### config.mk
export PLATFORM = sky130hd
export DESIGN_NAME = acc_ctrl
export DESIGN_NICKNAME = d
export VERILOG_FILES = /design/src/verilog/acc_pkg.sv /design/src/verilog/acc_ctrl.sv
export SDC_FILE = /design/constraint.sdc
export NUM_CORES = 1
export LEC_CHECK = 0
export ABC_AREA = 1
export BUFFER_PORTS_ARGS = -buffer_cell sky130_fd_sc_hd__buf_2
export CORE_ASPECT_RATIO = 2
export CORE_UTILIZATION = 57
export DETAILED_ROUTE_END_ITERATION = 8
export HOLD_SLACK_MARGIN = 0.1
export PLACE_DENSITY = 0.95
export SYNTH_ARGS = -nofsm -noshare
export SYNTH_HDL_FRONTEND = slang
export SYNTH_SLANG_ARGS = --single-unit
### constraint.sdc
create_clock -name i_mclk -period 6.6 [get_ports i_mclk]
set_clock_uncertainty 0.2 [all_clocks]
set_input_delay 0.99 -clock i_mclk [delete_from_list [all_inputs] [get_ports i_mclk]]
set_output_delay 0.99 -clock i_mclk [all_outputs]
set_load 0.02 [all_outputs]
### src/verilog/acc_pkg.sv
package acc_pkg;
   localparam int unsigned RES_W  = 10;
   localparam int unsigned DIV_W  = 5;
   localparam int unsigned ADDR_W = 8;

   // Register byte offsets, one aligned word each
   localparam logic [7:0] OFS_CTRL0  = 8'h00;
   localparam logic [7:0] OFS_CTRL1  = 8'h04;
   localparam logic [7:0] OFS_RES_HI = 8'h08;
   localparam logic [7:0] OFS_RES_LO = 8'h0c;
   localparam logic [7:0] OFS_FLAG   = 8'h10;
   localparam logic [7:0] OFS_IEN    = 8'h14;
   localparam logic [31:0] RD_ZERO   = 32'h0000_0000;

   // Field positions
   localparam int unsigned C0_EN      = 0;
   localparam int unsigned C0_GO      = 1;
   localparam int unsigned C0_CHS_LSB = 2;
   localparam int unsigned C0_CHS_MSB = 6;
   localparam int unsigned C1_REF_LSB = 0;
   localparam int unsigned C1_REF_MSB = 1;
   localparam int unsigned C1_CS_LSB  = 4;
   localparam int unsigned C1_CS_MSB  = 6;
   localparam int unsigned C1_FMT     = 7;
   localparam int unsigned FLG_BIT    = 0;
   localparam int unsigned IEN_BIT    = 0;

   // Encodings
   localparam logic [4:0] CH_TEMP  = 5'h1e;
   localparam logic [4:0] CH_FVR   = 5'h1f;
   localparam logic [1:0] REF_VDD  = 2'h0;
   localparam logic [1:0] REF_RSVD = 2'h1;
   localparam logic [1:0] CS_RC    = 2'h3;
   localparam logic [2:0] CS_DIV2  = 3'h0;
   localparam logic [2:0] CS_DIV4  = 3'h4;

   // Half bit-period counts: 1.5 periods of sampling, then 10 decisions
   localparam logic [4:0] HALF_HOLD = 5'h03;
   localparam logic [4:0] HALF_DEC0 = 5'h04;
   localparam logic [4:0] HALF_LAST = 5'h16;
   localparam logic [9:0] SAR_MSB   = 10'h200;

   // Reset values
   localparam logic [4:0] RST_CHAN = 5'h00;
   localparam logic [2:0] RST_CS   = 3'h0;
   localparam logic [1:0] RST_REF  = 2'h0;
   localparam logic [7:0] RST_RES  = 8'h00;

   typedef struct packed {
      logic [4:0] chan;
      logic       en;
   } acc_ctrl0_t;

   typedef struct packed {
      logic       fmt;
      logic [2:0] clksel;
      logic [1:0] pref;
   } acc_ctrl1_t;

   typedef struct packed {
      logic [4:0] chan;
      logic       temp_sel;
      logic       fvr_sel;
      logic [1:0] pref;
      logic       sample;
      logic [9:0] code;
   } acc_ana_t;

   typedef enum logic {ST_IDLE, ST_CONV} acc_state_t;
endpackage
### src/verilog/acc_ctrl.sv
// Added by the designer: register access over AHB-Lite and the placing of the registers.
`timescale 1ns/1ns
`default_nettype none
// Operation
// RQ1: One channel code reserved for temperature indicator
// RQ2: Software waits 200 us after selecting temperature
// RQ3: Software spaces temperature conversions by 200 us
// RQ4: Ten-bit successive approximation into result pair
// RQ5: Channel field selects one of thirty sources
// RQ6: Software waits acquisition delay after channel change
// RQ7: Reference field selects upper converter reference
// RQ8: Clock field picks divider tap or RC
// RQ9: Conversion lasts 11.5 bit periods
// RQ10: Divided clocks track system clock; RC independent
// RQ11: Sleep keeps converting only with RC clock
// RQ12: Completion always sets the complete flag
// RQ13: Flag cleared only by software
// RQ14: Interrupt needs flag and enable both set
// RQ15: Enabled interrupt in sleep wakes device
// RQ16: Format bit selects left or right justification
// RQ17: Software configures pin analog before converting
// RQ18: Codes 11110, 11111 route temperature and reference
// RQ19: Unused six result bits load as zero
// RQ20: Go bit starts; hardware clears it at completion
// RQ21: Both result registers update in one cycle
// RQ22: Free-running counter tap gives bit-period ticks; here each tap tick is half a bit period
module acc_ctrl (
   input  wire logic               i_mclk,
   input  wire logic               i_sys_rst,
   input  wire logic               i_hsel,
   input  wire logic [31:0]        i_haddr,
   input  wire logic [1:0]         i_htrans,
   input  wire logic               i_hwrite,
   input  wire logic [2:0]         i_hsize,
   input  wire logic [31:0]        i_hwdata,
   input  wire logic               i_hready,
   output logic                    o_hreadyout,
   output logic                    o_hresp,
   output logic [31:0]             o_hrdata,
   input  wire logic               i_rc_osc,
   input  wire logic               i_cmp,
   input  wire logic               i_sleep,
   output var acc_pkg::acc_ana_t   o_ana,
   output logic                    o_conv_active,
   output logic                    o_irq,
   output logic                    o_wake
);
   import acc_pkg::*;

   acc_ctrl0_t        ctrl0_q;
   acc_ctrl1_t        ctrl1_q;
   acc_state_t        st_q;
   logic              rc_s1_q;
   logic              rc_s2_q;
   logic              rc_s3_q;
   logic [DIV_W-1:0]  div_cnt_q;
   logic              wr_q;
   logic [ADDR_W-1:0] addr_q;
   logic [4:0]        half_q;
   logic [RES_W-1:0]  trial_q;
   logic [RES_W-1:0]  mask_q;
   logic              last_q;
   logic [7:0]        res_hi_q;
   logic [7:0]        res_lo_q;
   logic              flag_q;
   logic              ien_q;
   logic              accept;
   logic              mapped;
   logic              wr_c0;
   logic              wr_c1;
   logic              wr_flag;
   logic              wr_ien;
   logic              rc_sel;
   logic              rc_edge;
   logic [2:0]        tap;
   logic [5:0]        tap_one;
   logic [DIV_W-1:0]  tap_mask;
   logic              tick;
   logic              start;
   logic              abort_sw;
   logic              abort_off;
   logic              decide;
   logic              done;
   logic              res_upd;
   logic [RES_W-1:0]  trial_dec;
   logic [RES_W-1:0]  low_bits;
   logic [RES_W-1:0]  partial;
   logic [RES_W-1:0]  res_val;
   logic              flag_clr;

   assign o_hreadyout = 1'b1;
   assign o_hresp     = 1'b0;

   // Bus address phase
   assign accept = i_hsel && i_htrans[1] && i_hready;
   assign mapped = (i_haddr[31:5] == 27'h000_0000) && (i_haddr[1:0] == 2'h0);

   always_ff @(posedge i_mclk or posedge i_sys_rst) begin
      if (i_sys_rst) begin
         wr_q   <= 1'b0;
         addr_q <= OFS_CTRL0;
      end else begin
         wr_q   <= accept && i_hwrite && mapped;
         addr_q <= i_haddr[ADDR_W-1:0];
      end
   end

   assign wr_c0   = wr_q && (addr_q == OFS_CTRL0);
   assign wr_c1   = wr_q && (addr_q == OFS_CTRL1);
   assign wr_flag = wr_q && (addr_q == OFS_FLAG);
   assign wr_ien  = wr_q && (addr_q == OFS_IEN);

   // Read data is loaded at the address phase; unmapped reads zero
   always_ff @(posedge i_mclk or posedge i_sys_rst) begin
      if (i_sys_rst) begin
         o_hrdata <= RD_ZERO;
      end else if (accept && !i_hwrite) begin
         o_hrdata <= RD_ZERO;
         if (mapped) begin
            unique case (i_haddr[ADDR_W-1:0])
               OFS_CTRL0: begin
                  o_hrdata[C0_CHS_MSB:C0_CHS_LSB] <= ctrl0_q.chan;
                  o_hrdata[C0_GO]                 <= (st_q == ST_CONV);
                  o_hrdata[C0_EN]                 <= ctrl0_q.en;
               end
               OFS_CTRL1: begin
                  o_hrdata[C1_FMT]                <= ctrl1_q.fmt;
                  o_hrdata[C1_CS_MSB:C1_CS_LSB]   <= ctrl1_q.clksel;
                  o_hrdata[C1_REF_MSB:C1_REF_LSB] <= ctrl1_q.pref;
               end
               OFS_RES_HI: o_hrdata[7:0] <= res_hi_q;
               OFS_RES_LO: o_hrdata[7:0] <= res_lo_q;
               OFS_FLAG:   o_hrdata[FLG_BIT] <= flag_q;
               OFS_IEN:    o_hrdata[IEN_BIT] <= ien_q;
               default:    o_hrdata <= RD_ZERO;
            endcase
         end
      end
   end

   // Configuration registers
   always_ff @(posedge i_mclk or posedge i_sys_rst) begin
      if (i_sys_rst) begin
         ctrl0_q <= '{chan: RST_CHAN, en: 1'b0};
         ctrl1_q <= '{fmt: 1'b0, clksel: RST_CS, pref: RST_REF};
         ien_q   <= 1'b0;
      end else begin
         if (wr_c0) begin
            ctrl0_q.chan <= i_hwdata[C0_CHS_MSB:C0_CHS_LSB]; // [RQ5]
            ctrl0_q.en   <= i_hwdata[C0_EN];
         end
         if (wr_c1) begin
            ctrl1_q.fmt    <= i_hwdata[C1_FMT];
            ctrl1_q.clksel <= i_hwdata[C1_CS_MSB:C1_CS_LSB];
            ctrl1_q.pref   <= i_hwdata[C1_REF_MSB:C1_REF_LSB];
         end
         if (wr_ien) begin
            ien_q <= i_hwdata[IEN_BIT];
         end
      end
   end

   // RC oscillator synchroniser; it is slow enough to be sampled
   always_ff @(posedge i_mclk or posedge i_sys_rst) begin
      if (i_sys_rst) begin
         rc_s1_q  <= 1'b0;
         rc_s2_q  <= 1'b0;
         rc_s3_q  <= 1'b0;
      end else begin
         rc_s1_q  <= i_rc_osc;
         rc_s2_q  <= rc_s1_q;
         rc_s3_q  <= rc_s2_q;
      end
   end

   // Free-running divider; each tick is half a bit period
   always_ff @(posedge i_mclk or posedge i_sys_rst) begin
      if (i_sys_rst) begin
         div_cnt_q <= '0;
      end else begin
         div_cnt_q <= div_cnt_q + 5'h01; // [RQ22] [RQ10]
      end
   end

   assign rc_sel   = (ctrl1_q.clksel[1:0] == CS_RC);
   assign rc_edge  = rc_s2_q ^ rc_s3_q;
   assign tap      = {ctrl1_q.clksel[1:0], ctrl1_q.clksel[2]};
   assign tap_one  = 6'h01 << tap;
   assign tap_mask = tap_one[DIV_W-1:0] - 5'h01;
   // Both RC edges count, so the RC bit period is one RC cycle
   assign tick = rc_sel ? rc_edge : (&(div_cnt_q | ~tap_mask)); // [RQ8] [RQ22]

   // Conversion sequencing
   assign start     = wr_c0 && i_hwdata[C0_GO] && i_hwdata[C0_EN] && ctrl0_q.en
                      && (st_q == ST_IDLE) && !(i_sleep && !rc_sel); // [RQ20]
   assign abort_sw  = wr_c0 && !i_hwdata[C0_GO] && (st_q == ST_CONV);
   assign abort_off = (st_q == ST_CONV)
                      && ((wr_c0 && !i_hwdata[C0_EN]) || (i_sleep && !rc_sel)); // [RQ11]
   assign decide    = (st_q == ST_CONV) && tick && (half_q >= HALF_DEC0) && !half_q[0];
   assign done      = (st_q == ST_CONV) && tick && (half_q == HALF_LAST)
                      && !abort_sw && !abort_off; // [RQ9]
   assign res_upd   = done || (abort_sw && !abort_off);

   always_ff @(posedge i_mclk or posedge i_sys_rst) begin
      if (i_sys_rst) begin
         st_q <= ST_IDLE;
      end else begin
         unique case (st_q)
            ST_IDLE: begin
               if (start) begin
                  st_q <= ST_CONV;
               end
            end
            ST_CONV: begin
               if (done || abort_sw || abort_off) begin
                  st_q <= ST_IDLE; // [RQ20]
               end
            end
         endcase
      end
   end

   // Successive approximation register
   // Comparator follows the registered trial code within one cycle;
   // a synchroniser here would feed the fastest tap stale answers
   assign trial_dec = i_cmp ? trial_q : (trial_q & ~mask_q);
   assign low_bits  = mask_q | (mask_q - 10'h001);
   // Aborted: unresolved bits copy the last bit decided
   assign partial   = (trial_q & ~low_bits) | (last_q ? low_bits : '0);
   assign res_val   = done ? trial_dec : partial;

   always_ff @(posedge i_mclk or posedge i_sys_rst) begin
      if (i_sys_rst) begin
         half_q  <= '0;
         trial_q <= '0;
         mask_q  <= '0;
         last_q  <= 1'b0;
      end else if (start) begin
         half_q  <= '0;
         trial_q <= SAR_MSB;
         mask_q  <= SAR_MSB;
         last_q  <= 1'b0;
      end else if ((st_q == ST_CONV) && tick) begin
         half_q <= half_q + 5'h01;
         if (decide) begin
            trial_q <= trial_dec | (mask_q >> 1); // [RQ4]
            mask_q  <= mask_q >> 1;
            last_q  <= i_cmp;
         end
      end
   end

   // Results
   always_ff @(posedge i_mclk or posedge i_sys_rst) begin
      if (i_sys_rst) begin
         res_hi_q <= RST_RES;
         res_lo_q <= RST_RES;
      end else if (res_upd) begin
         if (ctrl1_q.fmt) begin
            res_hi_q <= {6'h00, res_val[9:8]}; // [RQ19] [RQ21]
            res_lo_q <= res_val[7:0];
         end else begin
            res_hi_q <= res_val[9:2]; // [RQ16] [RQ21]
            res_lo_q <= {res_val[1:0], 6'h00}; // [RQ19]
         end
      end
   end

   // Complete flag: hardware set beats a simultaneous software clear
   assign flag_clr = wr_flag && !i_hwdata[FLG_BIT];

   always_ff @(posedge i_mclk or posedge i_sys_rst) begin
      if (i_sys_rst) begin
         flag_q <= 1'b0;
      end else begin
         flag_q <= done || (flag_q && !flag_clr); // [RQ12] [RQ13]
      end
   end

   assign o_irq         = flag_q && ien_q; // [RQ14]
   assign o_wake        = i_sleep && o_irq; // [RQ15]
   assign o_conv_active = (st_q == ST_CONV);

   // Analog side
   assign o_ana.chan     = ctrl0_q.chan;
   assign o_ana.temp_sel = (ctrl0_q.chan == CH_TEMP); // [RQ1] [RQ18]
   assign o_ana.fvr_sel  = (ctrl0_q.chan == CH_FVR); // [RQ18]
   // Reserved reference code falls back to supply
   assign o_ana.pref     = (ctrl1_q.pref == REF_RSVD) ? REF_VDD : ctrl1_q.pref; // [RQ7]
   assign o_ana.sample   = ctrl0_q.en && (st_q == ST_IDLE || half_q < HALF_HOLD);
   assign o_ana.code     = trial_q;

   logic [5:0] cyc_q;
   logic       sel_fix_q;

   always_ff @(posedge i_mclk or posedge i_sys_rst) begin
      if (i_sys_rst) begin
         cyc_q     <= '0;
         sel_fix_q <= 1'b0;
      end else if (start) begin
         cyc_q     <= '0;
         sel_fix_q <= 1'b1;
      end else begin
         cyc_q <= (cyc_q == 6'h3f) ? cyc_q : cyc_q + 6'h01;
         if (wr_c1) begin
            sel_fix_q <= 1'b0;
         end
      end
   end
endmodule
`default_nettype wire

; Word level (Yosys, flattened, before mapping)
; Cells that the tools add are included.
[classes]
n_addsub = 4
order_cmp = 2
n_eq_ne = 13
shifts = 1
muxes = 27
bitwise_logic = 11
n_reduce_logical = 55
[op_table]
columns = op, count
row1 = two-way mux 10 bit, 9
row2 = "== test 8 x 5 -> 1 bit, second input constant", 4
row3 = logical AND 1 bit, 32
row4 = zero test 27 bit, 1
row5 = two-way mux 8 bit, 3
row6 = bitwise AND 10 bit, 2
row7 = inverter 10 bit, 2
row8 = OR 10 bit, 2
row9 = "== test 8 x 3 -> 1 bit, second input constant", 2
row10 = "== test 8 x 4 -> 1 bit, second input constant", 2
row11 = zero test 8 bit, 2
row12 = "== test 5 bit, second input constant", 3
row13 = case mux 3 bit (4 select lines), 1
row14 = "adder 5 x 1 -> 5 bit, second input constant", 2
row15 = two-way mux 5 bit, 2
row16 = OR 10 x 9 -> 10 bit, 1
row17 = "subtractor 10 x 1 -> 10 bit, second input constant", 1
row18 = zero test 1 bit, 9
row19 = logical OR 1 bit, 6
row20 = two-way mux 1 bit, 6
row21 = case mux 1 bit (6 select lines), 1
row22 = case mux 2 bit (3 select lines), 1
row23 = "greater-or-equal comparator 5 x 3 -> 1 bit, second input constant", 1
row24 = "< comparator 5 x 2 -> 1 bit, second input constant", 1
row25 = 16 further kinds, 17
[totals]
reg_bits = 106
in_bits = 77

; Logic depth before layout (Yosys ltp)
[logic_depth]
ltp_word = 14
ltp_mapped = 16

; Worst setup path after synthesis
; OpenSTA, ideal clock, no wires.
[synth_timing]
path_type = input to output
start = in i_sleep
end = out o_wake
arrival_ns = 1.304
t_required_ns = 5.410
setup_slack_ns = 4.106
path_stages = 2
path_buffers = 0
path_cell_list = inv_1 -> nor2_1
[synth_via]
elab_chain_cells = 1
[synth_lines]
columns = item, line_no
row1 = start: declaration, acc_ctrl.sv:42  ; input wire logic i_sleep,
row2 = logical AND 1 bit, acc_ctrl.sv:281  ; assign o_wake = i_sleep && o_irq;
row3 = end: declaration, acc_ctrl.sv:46  ; output logic o_wake
; Every way passes these cells.

; Final worst setup path
[layout_timing]
start = reg ctrl1_q[3] in the netlist's numbering
end = reg trial_q[3]
[layout_via]
elab_chain_cells = 11
word_cells_on_any_way = 18
[layout_lines]
columns = item, line_no
row1 = start: declaration, acc_ctrl.sv:51  ; acc_ctrl1_t ctrl1_q;
row2 = start signal: assignment, acc_ctrl.sv:145  ; ctrl1_q <= '{fmt: 1'b0, clksel: RST_CS, pref: RST_REF};
row3 = left shift 1 x 3 -> 5 bit, acc_ctrl.sv:188  ; assign tap_one = 6'h01 << tap;
row4 = subtractor 5 x 1 -> 5 bit, acc_ctrl.sv:189  ; assign tap_mask = tap_one[DIV_W-1:0] - 5'h01;
row5 = inverter 5 bit, acc_ctrl.sv:191  ; assign tick = rc_sel ? rc_edge : (&(div_cnt_q | ~tap_mask));
row6 = OR 5 bit, acc_ctrl.sv:191
row7 = AND reduction 5 bit, acc_ctrl.sv:191
row8 = two-way mux 1 bit, acc_ctrl.sv:191
row9 = logical AND 1 bit, "acc_ctrl.sv:199, acc_ctrl.sv:243"
row10 = logical AND 1 bit (2 in series), acc_ctrl.sv:199  ; assign decide = (st_q == ST_CONV) && tick && (half_q >= HALF_DEC0) && !half_q[0];
row11 = nonzero test 2 bit (no line), --
row12 = AND reduction 2 bit (no line), --
row13 = end signal: assignment, acc_ctrl.sv:246  ; trial_q <= trial_dec | (mask_q >> 1);
row14 = end: declaration, acc_ctrl.sv:60  ; logic [RES_W-1:0] trial_q;
; Parallel ways exist; a longest one is shown, timed or not.
; A chain may end at the register's enable or synchronous reset.

==> impl_metrics.env <==
export IMPL_netlist_instances=568
export IMPL_synth_edf_count=0
export IMPL_start_util=0.594
export IMPL_hold_path_class="reg2reg"
export IMPL_die_area_mm2=0.00873
export IMPL_drv_cap=0
export IMPL_critPathBufInv=1
export IMPL_cp_end_kind="flip-flop"
export IMPL_crit_chain="inv_2, nand3_1, ha_1, nand2_1, nand2_1, nand3_1, nand3_2, nand2_2, nand2_4, nor2_2, nand2_2, nand2_4, o22ai_1"
export IMPL_layout_setup_ws_ps=3680
export IMPL_cp_start_kind="flip-flop"
export IMPL_critPathArrivalTime_ps=2980
export IMPL_clockRootBuffer="clkbuf_16"
export IMPL_grt_max_degree=83
export IMPL_cpLargestDelayFamily="simple AND/OR/NAND/NOR gates"
export IMPL_status="completed"
export IMPL_antenna_found_initial=1
export IMPL_die_height_um=131
export IMPL_port_buffers=79
export IMPL_seq_area_mm2=0.00205
export IMPL_critical_path_class="reg2reg"
export IMPL_h_tree_depth=3
export IMPL_cts_sink_count=82
export IMPL_max_slew_margin=0.320
export IMPL_finalSetupViolations=0
export IMPL_drive_gt1_frac=0.264
export IMPL_min_period_over_period=0.443
export IMPL_ys_seq_area_frac=0.432
export IMPL_synth_seq_cells=82
export IMPL_vdd_drop_max_v=0.000207
export IMPL_rsz0062_at_grt="no"
export IMPL_num_io_pins=134
export IMPL_utilization=0.680
export IMPL_viasPerCell=5.80
export IMPL_globalRouteTotalUtil=0.307
export IMPL_ys_warn_count=0
export IMPL_period_needed_ps=2920
export IMPL_crit_fanout=22
export IMPL_total_power_mw=1.23
export IMPL_p_leak_nw=2.92
export IMPL_critPathMaxStageDelay_ps=540
export IMPL_drt_iter0_drc=435
export IMPL_routed_wl_um=12300
export IMPL_place_area_mm2=0.00506
export IMPL_vias=4317
export IMPL_syn2layout_area_growth_pct=14.6
export IMPL_drv_slew=0
export IMPL_gr_total_overflow=0
export IMPL_tritoncts="yes"
export IMPL_power_density_mw_per_mm2=226
export IMPL_yosysUniqueCellTypes=44
export IMPL_clk_latency_ps=350
export IMPL_power_internal_uw=977
export IMPL_place_hpwl_um=8590
export IMPL_fmax_mhz=342
export IMPL_worst_pin_slew_ps=1020
export IMPL_fp_coreArea_mm2=0.00800
export IMPL_pre_cts_slack_ps=3780
export IMPL_fillerInstances=586
export IMPL_tns_ps=0
export IMPL_async_reset_ff_frac=1.00
export IMPL_grt_pass1_vias=4381
export IMPL_rows=46
export IMPL_die_w_um=66.6
export IMPL_required_ps=6650
export IMPL_placed_cells=727
export IMPL_synth_top_area_share=0.432
export IMPL_post_cts_buffers=0
export IMPL_p_sw_frac=0.206
export IMPL_nets=724
export IMPL_power_frac_clock=0.524
export IMPL_avgRoutedWirePerCell_um=16.5
export IMPL_switchingPower_uw=253
export IMPL_cts_hold_buf=0
export IMPL_synth_area_top_cells="dfrtp_1 (43%), nand2_1 (8.6%), inv_1 (6.6%), buf_4 (5.1%), o21ai_0 (3.9%)"
export IMPL_power_frac_comb=0.058
export IMPL_drc_errors=0
export IMPL_clock_path_buffers=2
export IMPL_syn_area_mm2=0.00475
export IMPL_clkTransAtPathRegs_ps=60
export IMPL_yosysTopAreaCell="dfrtp_1"
export IMPL_hold_viol=0
export IMPL_stdcell_count=744
export IMPL_drt_pass1_iter_count=6
export IMPL_syn_avg_cell_area_um2=8.36
export IMPL_p_seq_frac=0.418
export IMPL_hold_ws_ps=157
export IMPL_cts_resized=0
export IMPL_cts_buffers=9
export IMPL_place_gp_congestion=0.953
export IMPL_antenna_left=0
export IMPL_synth_flop_cell="dfrtp_1"
export IMPL_grt_pass1_wl_um=20100
export IMPL_stdcell_area_mm2=0.00544
export IMPL_multi_input_area_mm2=0.00213
export IMPL_crit_slowest_cell="dfrtp_1"
[worst reg2reg max path: cells and delay by family (launching register included)]
family / cells / cell delay [ps]
and+or+nand+nor: 10 / 1490
DFF: 1 / 540
buffers and inverters: 1 / 110
AOI/OAI and AO/OA: 1 / 230
adders and majority gates: 1 / 250
[cells in the mapped netlist (3+ instances only)]
library cell,count
buf_4,32
nand3_1,18
xor2_1,3
nand3_2,9
o21ai_1,7
a21oi_1,14
nor4_1,5
nand2_1,109
o22ai_1,17
nor3_1,7
inv_1,84
inv_2,7
dfrtp_1,82
nand2_4,5
nor2_1,39
o221ai_1,3
ha_1,5
nand2_2,15
o21ai_0,37
nand4_1,10
o21ai_2,13
nor2_2,4
nor2_8,4
o22ai_2,10
clkbuf_1,4
[cells by family (layout without fill, tap and decap cells)]
family / count (synthesis) / in the layout / synth area share
and+or+nand+nor: 233 / 233 / 0.252
other: 2 / 27 / 0.00158
xor gates and xnor gates: 3 / 3 / 0.00553
DFF: 82 / 82 / 0.432
buffers and inverters: 134 / 189 / 0.139
adders and majority gates: 5 / 5 / 0.0132
AOI/OAI and AO/OA: 109 / 109 / 0.157
[placed cells by master (no fill, tap or decap), types with 5 or more instances in the layout]
| master | synthesis | routed |
|---|---|---|
| inv_1 | 84 | 83 |
| nand2_2 | 15 | 15 |
| nand4_1 | 10 | 10 |
| ha_1 | 5 | 5 |
| nand3_2 | 9 | 9 |
| inv_2 | 7 | 8 |
| a21oi_1 | 14 | 14 |
| buf_2 | 2 | 79 |
| dfrtp_1 | 82 | 82 |
| nand2_4 | 5 | 5 |
| nand2_1 | 109 | 109 |
| clkbuf_16 | 0 | 9 |
| nor3_1 | 7 | 7 |
| o21ai_2 | 13 | 13 |
| nor2_1 | 39 | 39 |
| bufinv_16 | 0 | 5 |
| nand3_1 | 18 | 18 |
| o21ai_1 | 7 | 7 |
| conb_1 | 2 | 26 |
| o22ai_2 | 10 | 10 |
| o21ai_0 | 37 | 37 |
| nor4_1 | 5 | 5 |
| o22ai_1 | 17 | 17 |
[power groups by stage]
stage | clock (mW) | sequential [mW] | combinational, mW
after CTS | 0.649 | 0.514 | 0.0706
after global routing | 0.676 | 0.514 | 0.0796
after global placement | 0 | 0.522 | 0.0676
after floorplan | 0 | 0.522 | 0.0564
after detailed placement | 0 | 0.523 | 0.0698
final | 0.645 | 0.514 | 0.0712
[area by class of cell]
cell class,count,area share
Antenna cell,1,0.000460
Timing Repair Buffer,80,0.0740
Clock inverter,5,0.0276
Tap cell,96,0.0221
Clock buffer,11,0.0428
Sequential cell,82,0.377
Multi-Input combinational cell,376,0.391
Inverter,93,0.0651
[routing by layer]
metal / global-route usage / up-vias / share of wire
met1: 0.306 / 2056 / 0.33
met3: 0.0799 / 87 / 0.069
li1: - / 1930 / -
met4: 0.232 / 0 / 0.076
met2: 0.516 / 244 / 0.53
met5: 0 / - / 0
[registers in the layout, summed over array words and instances (netlist names)]
| name | count |
|---|---|
| o_ana | 5 |
| mask_q | 10 |
| res_hi_q | 8 |
| wr_q | 1 |
| last_q | 1 |
| rc_s1_q | 1 |
| rc_s3_q | 1 |
| res_lo_q | 8 |
| addr_q | 8 |
| ctrl1_q | 6 |
| o_hrdata | 8 |
| flag_q | 1 |
| div_cnt_q | 5 |
| trial_q | 10 |
| ien_q | 1 |
| o_conv_active | 1 |
| rc_s2_q | 1 |
| ctrl0_q | 1 |
| half_q | 5 |
[path summary, 6_finish.rpt]
kind                       startpoint         end  slack [ps]  cells after the start
max in group asynchronous   i_sys_rst  trial_q[0]        4780                      3
setup / recovery           ctrl1_q[3]  trial_q[3]        3680                     13
hold reg to reg               rc_s1_q     rc_s2_q         160                      0
setup reg to reg           ctrl1_q[3]  trial_q[3]        3680                     13
min in group asynchronous   i_sys_rst     rc_s1_q         750                      3
hold / removal                rc_s1_q     rc_s2_q         160                      0
No activity file was read; power rests on OpenSTA's default activity.
